$ cat config.mk
export PLATFORM = sky130hd
export DESIGN_NAME = wicr_top
export DESIGN_NICKNAME = d
export VERILOG_FILES = /design/src/inc/wicr_pkg.sv /design/src/core/wicr_top.sv /design/src/core/wicr_sync.sv /design/src/core/wicr_filter.sv
export SDC_FILE = /design/constraint.sdc
export NUM_CORES = 1
export LEC_CHECK = 0
export BUFFER_PORTS_ARGS = -buffer_cell sky130_fd_sc_hd__buf_2
export CORE_UTILIZATION = 43
export DETAILED_ROUTE_END_ITERATION = 7
export PLACE_DENSITY = 0.66
export SETUP_SLACK_MARGIN = 0.02
export SLEW_MARGIN = 10
export SYNTH_ARGS = -nofsm -noshare
export SYNTH_HDL_FRONTEND = slang
export SYNTH_HIERARCHICAL = 1
export SYNTH_SLANG_ARGS = --single-unit
$ cat constraint.sdc
create_clock -name CLK_SYS -period 5.2 [get_ports CLK_SYS]
set_input_delay 0.52 -clock CLK_SYS [delete_from_list [all_inputs] [get_ports CLK_SYS]]
set_output_delay 0.52 -clock CLK_SYS [all_outputs]
set_load 0.1 [all_outputs]
$ cat src/inc/wicr_pkg.sv
// ****************************************************************
// constants and carriers
// ****************************************************************
package wicr_pkg;

    // register indices (7-bit register address)
    localparam logic [6:0] WICR_ADDR_SRC = 7'h07;
    localparam logic [6:0] WICR_ADDR_PULL = 7'h08;
    localparam logic [6:0] WICR_ADDR_FILT = 7'h09;

    // reset values
    localparam logic [7:0] WICR_RST_SRC = 8'h07;
    localparam logic [7:0] WICR_RST_PULL = 8'h00;
    localparam logic [7:0] WICR_RST_FILT = 8'h00;

    // writable bits; everything else reads zero
    localparam logic [7:0] WICR_WMASK_SRC = 8'ha7;
    localparam logic [7:0] WICR_WMASK_PULL = 8'h3f;
    localparam logic [7:0] WICR_WMASK_FILT = 8'h3f;

    // restart: set bits of the keep mask hold their value, the rest clear
    localparam logic [7:0] WICR_KEEP_SRC = 8'ha7;
    localparam logic [7:0] WICR_KEEP_PULL = 8'h3f;
    localparam logic [7:0] WICR_KEEP_FILT = 8'h3f;

    // fail-safe: keep bits 7 and 5, force the low five bits to 0 0111
    localparam logic [7:0] WICR_FS_KEEP_SRC = 8'ha0;
    localparam logic [7:0] WICR_FS_VAL_SRC = 8'h07;

    // field positions of the source control register
    localparam int WICR_POS_GLOBAL = 7;
    localparam int WICR_POS_MEAS = 5;
    localparam int WICR_POS_EN = 0;

    // timing
    localparam int WICR_CLK_HZ = 20000000;
    localparam int WICR_FILT_SHORT_US = 16;
    localparam int WICR_FILT_LONG_US = 64;
    localparam int WICR_CNT_W = 11;
    localparam logic [WICR_CNT_W-1:0] WICR_FILT_SHORT_CYC =
        WICR_CNT_W'((WICR_FILT_SHORT_US * WICR_CLK_HZ + 999999) / 1000000);
    localparam logic [WICR_CNT_W-1:0] WICR_FILT_LONG_CYC =
        WICR_CNT_W'((WICR_FILT_LONG_US * WICR_CLK_HZ + 999999) / 1000000);

    typedef enum logic [1:0] {
        WICR_FLT_STATIC_SHORT = 2'b00,
        WICR_FLT_STATIC_LONG = 2'b01,
        WICR_FLT_CYCLIC_A = 2'b10,
        WICR_FLT_CYCLIC_B = 2'b11
    } wicr_flt_t;

    typedef enum logic [1:0] {
        WICR_PULL_NONE = 2'b00,
        WICR_PULL_DOWN = 2'b01,
        WICR_PULL_UP = 2'b10,
        WICR_PULL_AUTO = 2'b11
    } wicr_pull_t;

    typedef struct packed {
        logic [6:0] addr;
        logic wr;
        logic [7:0] wdata;
    } wicr_reg_req_t;

    typedef struct packed {
        logic soft_reset;
        logic restart;
        logic fail_safe;
        logic normal_mode;
    } wicr_mode_t;

endpackage

$ cat src/core/wicr_top.sv
`timescale 1ns/100ps
// Operation
// - global bit clear: interrupt on wake only; set: on every status event.
// - measurement select forces inputs one and two out of wake sources.
// - measurement clear by default; inputs one, two follow their enables.
// - measurement runs in normal mode; levels of inputs one, two invalid.
// - enable bits 2..0 make inputs three..one wake sources.
// - reserved bits are read-only and read zero.
// - bus wake is not enabled here, only by bus control mode.
// - fail-safe entry forces sources to x0x0 0111 and requests bus wake mode.
// - source register resets to 0000 0111; restart applies x0x0 0xxx.
// - two-bit pull field per input: none, down, up, automatic.
// - filter 00 is static sensing with a 16 us filter.
// - filter 01 is static sensing with a 64 us filter.
// - filter 10 samples at end of first cyclic on-time, 16 us filter.
// - filter 11 samples at end of second cyclic on-time, 16 us filter.
module wicr_top
    import wicr_pkg::*;
#(
    parameter int N_WAKE = 3
) (
    input wire logic CLK_SYS,
    input wire logic RST_N,
    input wire wicr_pkg::wicr_reg_req_t REG_REQ,
    output logic [7:0] REG_RDATA,
    input wire wicr_pkg::wicr_mode_t MODE,
    input wire logic [N_WAKE-1:0] WAKE_PIN,
    input wire logic CYC_A_ON_END,
    input wire logic CYC_B_ON_END,
    input wire logic OTHER_STATUS_EVT,
    input wire logic [N_WAKE-1:0] WAKE_FLAG_CLR,
    output logic [N_WAKE-1:0] WAKE_FLAG,
    output logic [N_WAKE-1:0] WAKE_LEVEL,
    output logic [N_WAKE-1:0] LEVEL_VALID,
    output logic [N_WAKE-1:0] PULL_UP_EN,
    output logic [N_WAKE-1:0] PULL_DN_EN,
    output logic MEAS_ACTIVE,
    output logic BUS_WAKE_FORCE,
    output logic INT_OUT
);
    import wicr_pkg::*;

    // ****************************************************************
    // declarations
    // ****************************************************************
    logic [7:0] src_r;
    logic [7:0] src_nxt;
    logic [7:0] pull_r;
    logic [7:0] pull_nxt;
    logic [7:0] filt_r;
    logic [7:0] filt_nxt;
    logic [N_WAKE-1:0] pin_s;
    logic [N_WAKE-1:0] lvl;
    logic [N_WAKE-1:0] chg;
    logic [N_WAKE-1:0] src_en;
    logic [N_WAKE-1:0] wake_evt;
    logic [7:0] rd_nxt;
    logic meas_sel;
    logic glob_sel;
    logic any_wake;
    logic [N_WAKE-1:0] lvl_ok;

    // masked write: only writable bits take data, reserved bits stay zero
    function automatic logic [7:0] wr_val(input logic [7:0] d, input logic [7:0] m);
        wr_val = d & m;
    endfunction

    // restart keeps the masked bits and clears the rest
    function automatic logic [7:0] keep_val(input logic [7:0] q, input logic [7:0] m);
        keep_val = q & m;
    endfunction

    function automatic logic is_wr(input wicr_reg_req_t r, input logic [6:0] a);
        is_wr = r.wr & (r.addr == a);
    endfunction

    // ****************************************************************
    // wake source control
    // ****************************************************************
    // priority: soft reset, then fail-safe, then restart, then software
    always_comb begin
        src_nxt = src_r;
        if (MODE.soft_reset) begin
            src_nxt = WICR_RST_SRC;
        end else if (MODE.fail_safe) begin
            src_nxt = (src_r & WICR_FS_KEEP_SRC) | WICR_FS_VAL_SRC;
        end else if (MODE.restart) begin
            src_nxt = keep_val(src_r, WICR_KEEP_SRC);
        end else if (is_wr(REG_REQ, WICR_ADDR_SRC)) begin
            src_nxt = wr_val(REG_REQ.wdata, WICR_WMASK_SRC);
        end
    end

    always_ff @(posedge CLK_SYS) begin
        if (!RST_N) begin
            src_r <= WICR_RST_SRC;
        end else begin
            src_r <= src_nxt;
        end
    end

    // ****************************************************************
    // pull and filter control
    // ****************************************************************
    // fail-safe leaves these alone
    always_comb begin
        pull_nxt = pull_r;
        if (MODE.soft_reset) begin
            pull_nxt = WICR_RST_PULL;
        end else if (MODE.restart) begin
            pull_nxt = keep_val(pull_r, WICR_KEEP_PULL);
        end else if (is_wr(REG_REQ, WICR_ADDR_PULL)) begin
            pull_nxt = wr_val(REG_REQ.wdata, WICR_WMASK_PULL);
        end
    end

    always_comb begin
        filt_nxt = filt_r;
        if (MODE.soft_reset) begin
            filt_nxt = WICR_RST_FILT;
        end else if (MODE.restart) begin
            filt_nxt = keep_val(filt_r, WICR_KEEP_FILT);
        end else if (is_wr(REG_REQ, WICR_ADDR_FILT)) begin
            // a cyclic choice only works once its timer drives a switch
            filt_nxt = wr_val(REG_REQ.wdata, WICR_WMASK_FILT);
        end
    end

    always_ff @(posedge CLK_SYS) begin
        if (!RST_N) begin
            pull_r <= WICR_RST_PULL;
            filt_r <= WICR_RST_FILT;
        end else begin
            pull_r <= pull_nxt;
            filt_r <= filt_nxt;
        end
    end

    // ****************************************************************
    // read path
    // ****************************************************************
    // data is registered, so a read answers one cycle after its address
    always_comb begin
        unique case (REG_REQ.addr)
            WICR_ADDR_SRC: rd_nxt = src_r;
            WICR_ADDR_PULL: rd_nxt = pull_r;
            WICR_ADDR_FILT: rd_nxt = filt_r;
            default: rd_nxt = 8'h00;
        endcase
    end

    always_ff @(posedge CLK_SYS) begin
        if (!RST_N) begin
            REG_RDATA <= 8'h00;
        end else begin
            REG_RDATA <= rd_nxt;
        end
    end

    // ****************************************************************
    // wake inputs
    // ****************************************************************
    // pins are asynchronous: two flops stand before any logic reads them
    wicr_sync #(
        .W(N_WAKE)
    ) u_sync (
        .clk(CLK_SYS),
        .rst_n(RST_N),
        .d(WAKE_PIN),
        .q(pin_s)
    );

    // cyclic timer pulses come from logic on this clock: no synchroniser
    generate
        for (genvar i = 0; i < N_WAKE; i++) begin : g_in
            wicr_filter u_filt (
                .clk(CLK_SYS),
                .rst_n(RST_N),
                .raw(pin_s[i]),
                .mode(wicr_flt_t'(filt_r[2*i +: 2])),
                .cyc_a_end(CYC_A_ON_END),
                .cyc_b_end(CYC_B_ON_END),
                .level(lvl[i]),
                .changed(chg[i])
            );
        end
    endgenerate

    assign meas_sel = src_r[WICR_POS_MEAS];
    assign glob_sel = src_r[WICR_POS_GLOBAL];

    // only pin inputs are combined here; bus wake lives in bus control
    generate
        for (genvar i = 0; i < N_WAKE; i++) begin : g_en
            if (i < 2) begin : g_meas
                assign src_en[i] = src_r[WICR_POS_EN + i] & ~meas_sel;
            end else begin : g_plain
                assign src_en[i] = src_r[WICR_POS_EN + i];
            end
        end
    endgenerate

    assign wake_evt = chg & src_en;
    assign any_wake = |wake_evt;

    // ****************************************************************
    // level validity
    // ****************************************************************
    // inputs one and two serve the measurement when selected, so their levels mean nothing
    generate
        for (genvar i = 0; i < N_WAKE; i++) begin : g_valid
            if (i < 2) begin : g_meas
                assign lvl_ok[i] = ~meas_sel;
            end else begin : g_plain
                assign lvl_ok[i] = 1'b1;
            end
        end
    endgenerate

    // ****************************************************************
    // wake flags
    // ****************************************************************
    // a new event beats a clear in the same cycle
    always_ff @(posedge CLK_SYS) begin
        if (!RST_N) begin
            WAKE_FLAG <= '0;
        end else begin
            WAKE_FLAG <= (WAKE_FLAG & ~WAKE_FLAG_CLR) | wake_evt;
        end
    end

    // ****************************************************************
    // interrupt
    // ****************************************************************
    // wake events always interrupt; other status only when the global bit is set
    always_ff @(posedge CLK_SYS) begin
        if (!RST_N) begin
            INT_OUT <= 1'b0;
        end else begin
            INT_OUT <= any_wake | (glob_sel & OTHER_STATUS_EVT);
        end
    end

    // ****************************************************************
    // levels, measurement and pulls
    // ****************************************************************
    always_ff @(posedge CLK_SYS) begin
        if (!RST_N) begin
            WAKE_LEVEL <= '0;
            LEVEL_VALID <= '0;
            MEAS_ACTIVE <= 1'b0;
        end else begin
            // validity travels with the level so both change on one edge
            WAKE_LEVEL <= lvl;
            LEVEL_VALID <= lvl_ok;
            MEAS_ACTIVE <= meas_sel & MODE.normal_mode;
        end
    end

    // automatic pull follows the accepted level to hold it
    generate
        for (genvar i = 0; i < N_WAKE; i++) begin : g_pull
            always_ff @(posedge CLK_SYS) begin
                if (!RST_N) begin
                    PULL_UP_EN[i] <= 1'b0;
                    PULL_DN_EN[i] <= 1'b0;
                end else begin
                    unique case (wicr_pull_t'(pull_r[2*i +: 2]))
                        WICR_PULL_NONE: begin
                            PULL_UP_EN[i] <= 1'b0;
                            PULL_DN_EN[i] <= 1'b0;
                        end
                        WICR_PULL_DOWN: begin
                            PULL_UP_EN[i] <= 1'b0;
                            PULL_DN_EN[i] <= 1'b1;
                        end
                        WICR_PULL_UP: begin
                            PULL_UP_EN[i] <= 1'b1;
                            PULL_DN_EN[i] <= 1'b0;
                        end
                        WICR_PULL_AUTO: begin
                            PULL_UP_EN[i] <= lvl[i];
                            PULL_DN_EN[i] <= ~lvl[i];
                        end
                    endcase
                end
            end
        end
    endgenerate

    // ****************************************************************
    // bus wake request on fail-safe
    // ****************************************************************
    // bus control sits elsewhere; it loads xxx0 0001 on this pulse
    always_ff @(posedge CLK_SYS) begin
        if (!RST_N) begin
            BUS_WAKE_FORCE <= 1'b0;
        end else begin
            BUS_WAKE_FORCE <= MODE.fail_safe & ~MODE.soft_reset;
        end
    end
endmodule

$ cat src/core/wicr_sync.sv
`timescale 1ns/100ps
// ****************************************************************
// two-flop synchroniser
// ****************************************************************
module wicr_sync #(
    parameter int W = 3
) (
    input wire logic clk,
    input wire logic rst_n,
    input wire logic [W-1:0] d,
    output logic [W-1:0] q
);
    logic [W-1:0] meta_r;

    always_ff @(posedge clk) begin
        if (!rst_n) begin
            meta_r <= '0;
            q <= '0;
        end else begin
            meta_r <= d;
            q <= meta_r;
        end
    end
endmodule

$ cat src/core/wicr_filter.sv
`timescale 1ns/100ps
// ****************************************************************
// one wake input: stability counter and level acceptance
// ****************************************************************
module wicr_filter
    import wicr_pkg::*;
(
    input wire logic clk,
    input wire logic rst_n,
    input wire logic raw,
    input wire wicr_pkg::wicr_flt_t mode,
    input wire logic cyc_a_end,
    input wire logic cyc_b_end,
    output logic level,
    output logic changed
);
    logic raw_d_r;
    logic [WICR_CNT_W-1:0] stable_r;
    logic [WICR_CNT_W-1:0] stable_nxt;
    logic short_ok;
    logic long_ok;
    logic accept;

    // stable_r counts cycles that raw has held its current value
    always_comb begin
        if (raw != raw_d_r) begin
            stable_nxt = '0;
        end else if (stable_r != '1) begin
            stable_nxt = stable_r + WICR_CNT_W'(1);
        end else begin
            stable_nxt = stable_r;
        end
    end

    assign short_ok = (stable_nxt >= WICR_FILT_SHORT_CYC);
    assign long_ok = (stable_nxt >= WICR_FILT_LONG_CYC);

    always_comb begin
        unique case (mode)
            WICR_FLT_STATIC_SHORT: accept = short_ok;
            WICR_FLT_STATIC_LONG: accept = long_ok;
            // cyclic: only the sample at the end of the on-time counts
            WICR_FLT_CYCLIC_A: accept = cyc_a_end & short_ok;
            WICR_FLT_CYCLIC_B: accept = cyc_b_end & short_ok;
        endcase
    end

    always_ff @(posedge clk) begin
        if (!rst_n) begin
            raw_d_r <= 1'b0;
            stable_r <= '0;
        end else begin
            raw_d_r <= raw;
            stable_r <= stable_nxt;
        end
    end

    always_ff @(posedge clk) begin
        if (!rst_n) begin
            level <= 1'b0;
            changed <= 1'b0;
        end else begin
            changed <= accept & (raw != level);
            if (accept) begin
                level <= raw;
            end
        end
    end
endmodule

; ---- After elaboration in Yosys (flattened, before gate mapping)
; Cells that the tools add are included.
[word_totals]
ff_bits = 90
in_bits = 31
wordCells = 137
[op_classes]
n_addsub = 3
magnitude_cmp = 6
n_eq_ne = 30
mux = 17
bitwise_logic = 30
n_reduce_logical = 19
[op_table]
columns = cell, n
row1 = 2-to-1 mux 11 bit, 6
row2 = "adder 11 x 1 -> 11 bit, second input constant", 3
row3 = "greater-or-equal comparator 11 bit, second input constant", 3
row4 = "greater-or-equal comparator 11 x 9 -> 1 bit, second input constant", 3
row5 = "!= test 11 bit, second input constant", 3
row6 = "== test 2 bit, second input constant", 12
row7 = case mux 8 bit (3 select lines), 1
row8 = case mux 1 bit (3 select lines), 6
row9 = AND 1 bit, 17
row10 = "== test 7 x 4 -> 1 bit, second input constant", 2
row11 = OR reduction 2 bit, 7
row12 = "== test 2 x 1 -> 1 bit, second input constant", 6
row13 = zero test 2 bit, 6
row14 = case mux 1 bit (4 select lines), 3
row15 = inverter 1 bit, 8
row16 = "== test 7 x 3 -> 1 bit, second input constant", 1
row17 = AND 3 bit, 2
row18 = != test 1 bit, 6
row19 = AND reduction 2 bit, 3
row20 = OR reduction 3 bit, 2
row21 = 2-to-1 mux 3 bit, 1
row22 = inverter 3 bit, 1
row23 = bitwise OR 3 bit, 1
row24 = AND reduction 3 bit, 1
row25 = bitwise OR 1 bit, 1

; ---- Depth between registers and ports, before layout
[depth]
ltp_word = 7
ltp_mapped = 8
depth_no_buf = 7

; ---- By module
; The synthesis kept the hierarchy.
[by_module_without_submodules]
columns = mod, instances, cells_each, area_each_um2
row1 = wicr_filter, 3, 86, 752.0
row2 = wicr_top, 1, 166, 1657.8
row3 = wicr_sync, 1, 12, 157.7

; ---- Least setup slack after synthesis
; Ideal clock, no wire load.
[synth_timing]
path_kind = reg2out
from = register, netlist name LEVEL_VALID[0]
to = output port LEVEL_VALID[1]
arrival_ns = 1.356
setup_slack_ns = 3.324
path_stages_with_launch = 2
path_buffers = 1
path_cell_list = dfxtp_1 -> buf_4
[synth_lines]
columns = element, line_no
row1 = "end, declared", wicr_top.sv:34  ; output logic [N_WAKE-1:0] LEVEL_VALID,

; ---- Worst setup path after layout
[layout_timing]
from = register g_in[0].u_filt.stable_r[0]
to = register g_in[0].u_filt.level
[layout_between]
elab_chain_cells = 6
[layout_lines]
columns = element, line_no
row1 = "start, declared", wicr_filter.sv:18  ; logic [WICR_CNT_W-1:0] stable_r;
row2 = "start signal, assigned", wicr_filter.sv:54  ; stable_r <= stable_nxt;
row3 = adder 11 x 1 -> 11 bit / != test 11 bit (equally long branches), "wicr_filter.sv:29, wicr_filter.sv:28"
row4 = 2-to-1 mux 11 bit (*), wicr_filter.sv:28  ; end else if (stable_r != '1) begin
row5 = 2-to-1 mux 11 bit (*), wicr_filter.sv:26  ; if (raw != raw_d_r) begin
row6 = greater-or-equal comparator 11 x 9 -> 1 bit, wicr_filter.sv:35  ; assign short_ok = (stable_nxt >= WICR_FILT_SHORT_CYC);
row7 = "AND 1 bit, on equally long branches", "wicr_filter.sv:44, wicr_filter.sv:43"
row8 = case mux 1 bit (4 select lines) (*), wicr_filter.sv:39  ; unique case (mode)
row9 = "end signal, assigned", wicr_filter.sv:65  ; level <= raw;
row10 = "end, declared", wicr_filter.sv:14  ; output logic level,
; Every way passes the cells marked *; elsewhere a longest branch is shown, timed or not.
; A chain may end at the register's enable or synchronous reset.

==> results.md <==
* Crit path max fanout at 7
* Hold Path Depth at 2
* FF-to-FF End: g_in[0].u_filt/level
* P_sw at 295 uW
* Synth Instances at 436
* Min-Delay Path Class: input port to register
* Met3 usage at 4.01%
* Postcts setup bufs at 0
* Hold Crit Start: WAKE_PIN[1]
* Worst setup EP type: register
* Clock power share at 41.3%
* Initial antenna violation count at 0
* Resize count post-CTS at 0
* Setup WS pre-CTS at 3.27 ns
* Initial DRC Count at 93
* GRT busiest layer: met2
* Cell Int Power at 1.03 mW
* Die height at 99.3 um
* Switch share at 22.2%
* Die width at 99.3 um
* Initial Utilization at 44.3%
* Synth unique cells at 50
* Actual slew at the worst max-slew pin at 0.649 ns
* Syn Nets at 470
* TritonCTS clock tree: yes
* Rel. slew slack at 56.8%
* Final WS setup at 3.47 ns
* Cts hold-fix bufs at 0
* Area leader, netlist: dfxtp_1
* Row count at 35
* Count leader, synth: dfxtp_1
* CTS Buffer Depth at 2
* Num ports at 57
* Fin Clk Skew at 0.00586 ns
* Final hold vios at 0
* Final Net Count at 515
* Vias in the first global route at 2,973
* Worst-path clk slew at 0.09 ns
* Cts bufs inserted at 9
* Tcrit/Tclk final at 33.2%
* Combinational power share at 6.0%
* Inserted Diodes at 0
* First-pass GRT wire length at 13,400 um
* R2R Setup Slk at 3.47 ns
* CTS root buffer: clkbuf_8
* Slew Viols, Final at 0
* Layout filler cell count at 905
* Total GRT Usage at 16.7%
* Crit path required time at 5.48 ns
* Area of the core at 9200 um^2
* Syn_area_per_cell at 9.34 um^2
* Post-detail-place hpwl at 5800 um
* Sequential Power Share at 52.7%
* Tmin final at 1.73 ns
* Endpoint of the worst hold path: u_sync/meta_r[1]
* Max VDD drop at 173 uV
* Number of synthesized flops with an enable pin at 0
* Clk_lat worst skew at 0.34 ns
* Top cell types by occurrence after synthesis: 89 x dfxtp_1, 57 x nand2_1, 35 x nor2_1
* Synth area leaders: dfxtp_1 44%, mux2i_1 5.4%, nand2_1 5.3%, nand3_1 4.1%, nor2_1 3.2%
* Critical R2R Launch: g_in[0].u_filt/stable_r[0]
* Num Clock Sinks at 89
* Antenna Nets Post-Route at 0
* CTS H-tree depth at 3
* Layout cells sized above 1 at 22.1%
* R2R depth at 7
* Final setup violation count at 0
* Setup TNS at 0 ns
* WP data arrival at 2.01 ns
* P&R area growth vs syn at 12.9%
* Drt pass-1 iters at 4
* Synth top area share at 43.8%
* Register area share after synthesis at 43.8%
* CP Launch Type: register
* WL/cell at 13.3 um
* GR Util met2 at 29.2%
* Crit Path Class: register to register
* Port Buf Inserts at 54
* Synthesized flop and latch total at 89
* Post-Route WL at 7940 um
* DR DRC count at 0
* Asr flop ratio synth at 0%
* Routed vias at 3,150
* Met1 Resource Use GR at 20.4%
* Routability congestion estimate from global placement at 0.829
* Synthesis Warnings at 6
* Via density at 5.29
* Max Cap Viol at 0
* Cell Area, Synth at 4070 um^2
* Power per cell area at 289 nW/um^2
* Die area at 9860 um^2
* Outcome: completed
* Unrepaired setup endpoints after global routing: no
* Main synth FF type: dfxtp_1
* Max Clock Freq at 578 MHz
* Largest net degree at the start of global routing at 42
* Total congestion overflow at 0
* Pleak at 1.90 nW
-- sequential cells by signal, indices dropped and copies added, names as in the netlist, 5 cells and up --
signal and count:
src_r 5, pull_r 6, filt_r 6, REG_RDATA 7
g_in.u_filt/stable_r 33
-- cells by family after synthesis --
logic type,synth area share [%]
mux,6.51
other cells,0.0921
fa+ha+maj,0.922
compound gates,13.7
xor+xnor,3.87
buf+inv,4.03
flops,43.8
simple gates,27.1
-- worst max path at each step --
stage | from | to | slack, ns
CTS | g_in[1].u_filt/stable_r[0] | g_in[1].u_filt/level | 3.47
detailed placement | RST_N | src_r[0] | 3.27
finish | g_in[0].u_filt/stable_r[0] | g_in[0].u_filt/level | 3.47
global placement | RST_N | src_r[0] | 3.28
global route | g_in[0].u_filt/stable_r[0] | g_in[0].u_filt/stable_r[3] | 3.32
floorplan | LEVEL_VALID[0] | LEVEL_VALID[1] | 3.32
-- area by class of cell --
type	instances	area (um^2)	area share [%]
inverters	11	41.3	0.898
well taps	111	139	3.02
flip-flops and latches	89	1780	38.8
repair buffers	55	278	6.04
clock inverters	5	104	2.26
clock buffers	10	128	2.78
multi-input cells	315	2130	46.2
-- per-stage QoR --
| stage | utilization (%) | total power [mW] | cells | hold WS [ns] | instance area [um^2] |
|---|---|---|---|---|---|
| 6_report | 50.0 | 1.33 | 596 | 0.382 | 4600 |
| 5_1_grt | 50.0 | 1.39 | 596 | 0.373 | 4600 |
| 4_1_cts | 50.0 | 1.35 | 596 | 0.368 | 4600 |
| 3_5_place_dp | 47.5 | 0.797 | 581 | 0.415 | 4370 |
| 3_3_place_gp | 47.5 | 0.794 | 581 | 0.415 | 4370 |
| 2_1_floorplan | - | 0.769 | 436 | 0.406 | 4070 |
-- per-layer routing --
layer	vias to the layer above	routed length, um
li1	1624	-
met1	1473	3660
met2	48	3950
met3	5	283
met4	0	53
met5	-	0
-- power by group through the flow --
stage	registers [mW]	logic, mW	clock network (mW)
after global placement	0.716	0.0783	0
after CTS	0.700	0.0807	0.567
after floorplan	0.723	0.0463	0
final	0.700	0.0800	0.550
after global routing	0.702	0.0869	0.597
after detailed placement	0.716	0.0803	0
-- worst max-delay path, cell delays in order, from the launching register on --
cell and delay (ns):
dfxtp_1 0.41, ha_1 0.24, and3_4 0.26, a31oi_2 0.12, nor2_2 0.20, a31oi_1 0.07, o211ai_2 0.18, mux2i_1 0.19
-- placed cells by master (no fill, tap or decap), types with 4 or more instances in the layout --
cell type,n
dfxtp_1,89
nand2_1,57
buf_2,54
nor2_1,35
nand3_1,33
mux2i_1,22
and2_1,15
a31oi_1,15
o21ai_0,12
inv_1,11
a21oi_1,10
clkbuf_8,9
xnor2_1,9
nand4_1,9
xor2_1,9
nor2_2,6
and4_1,6
a21boi_0,5
mux2_2,4
nor3_1,4
and3_1,4
Note: power is estimated with default switching activity, not from simulation.
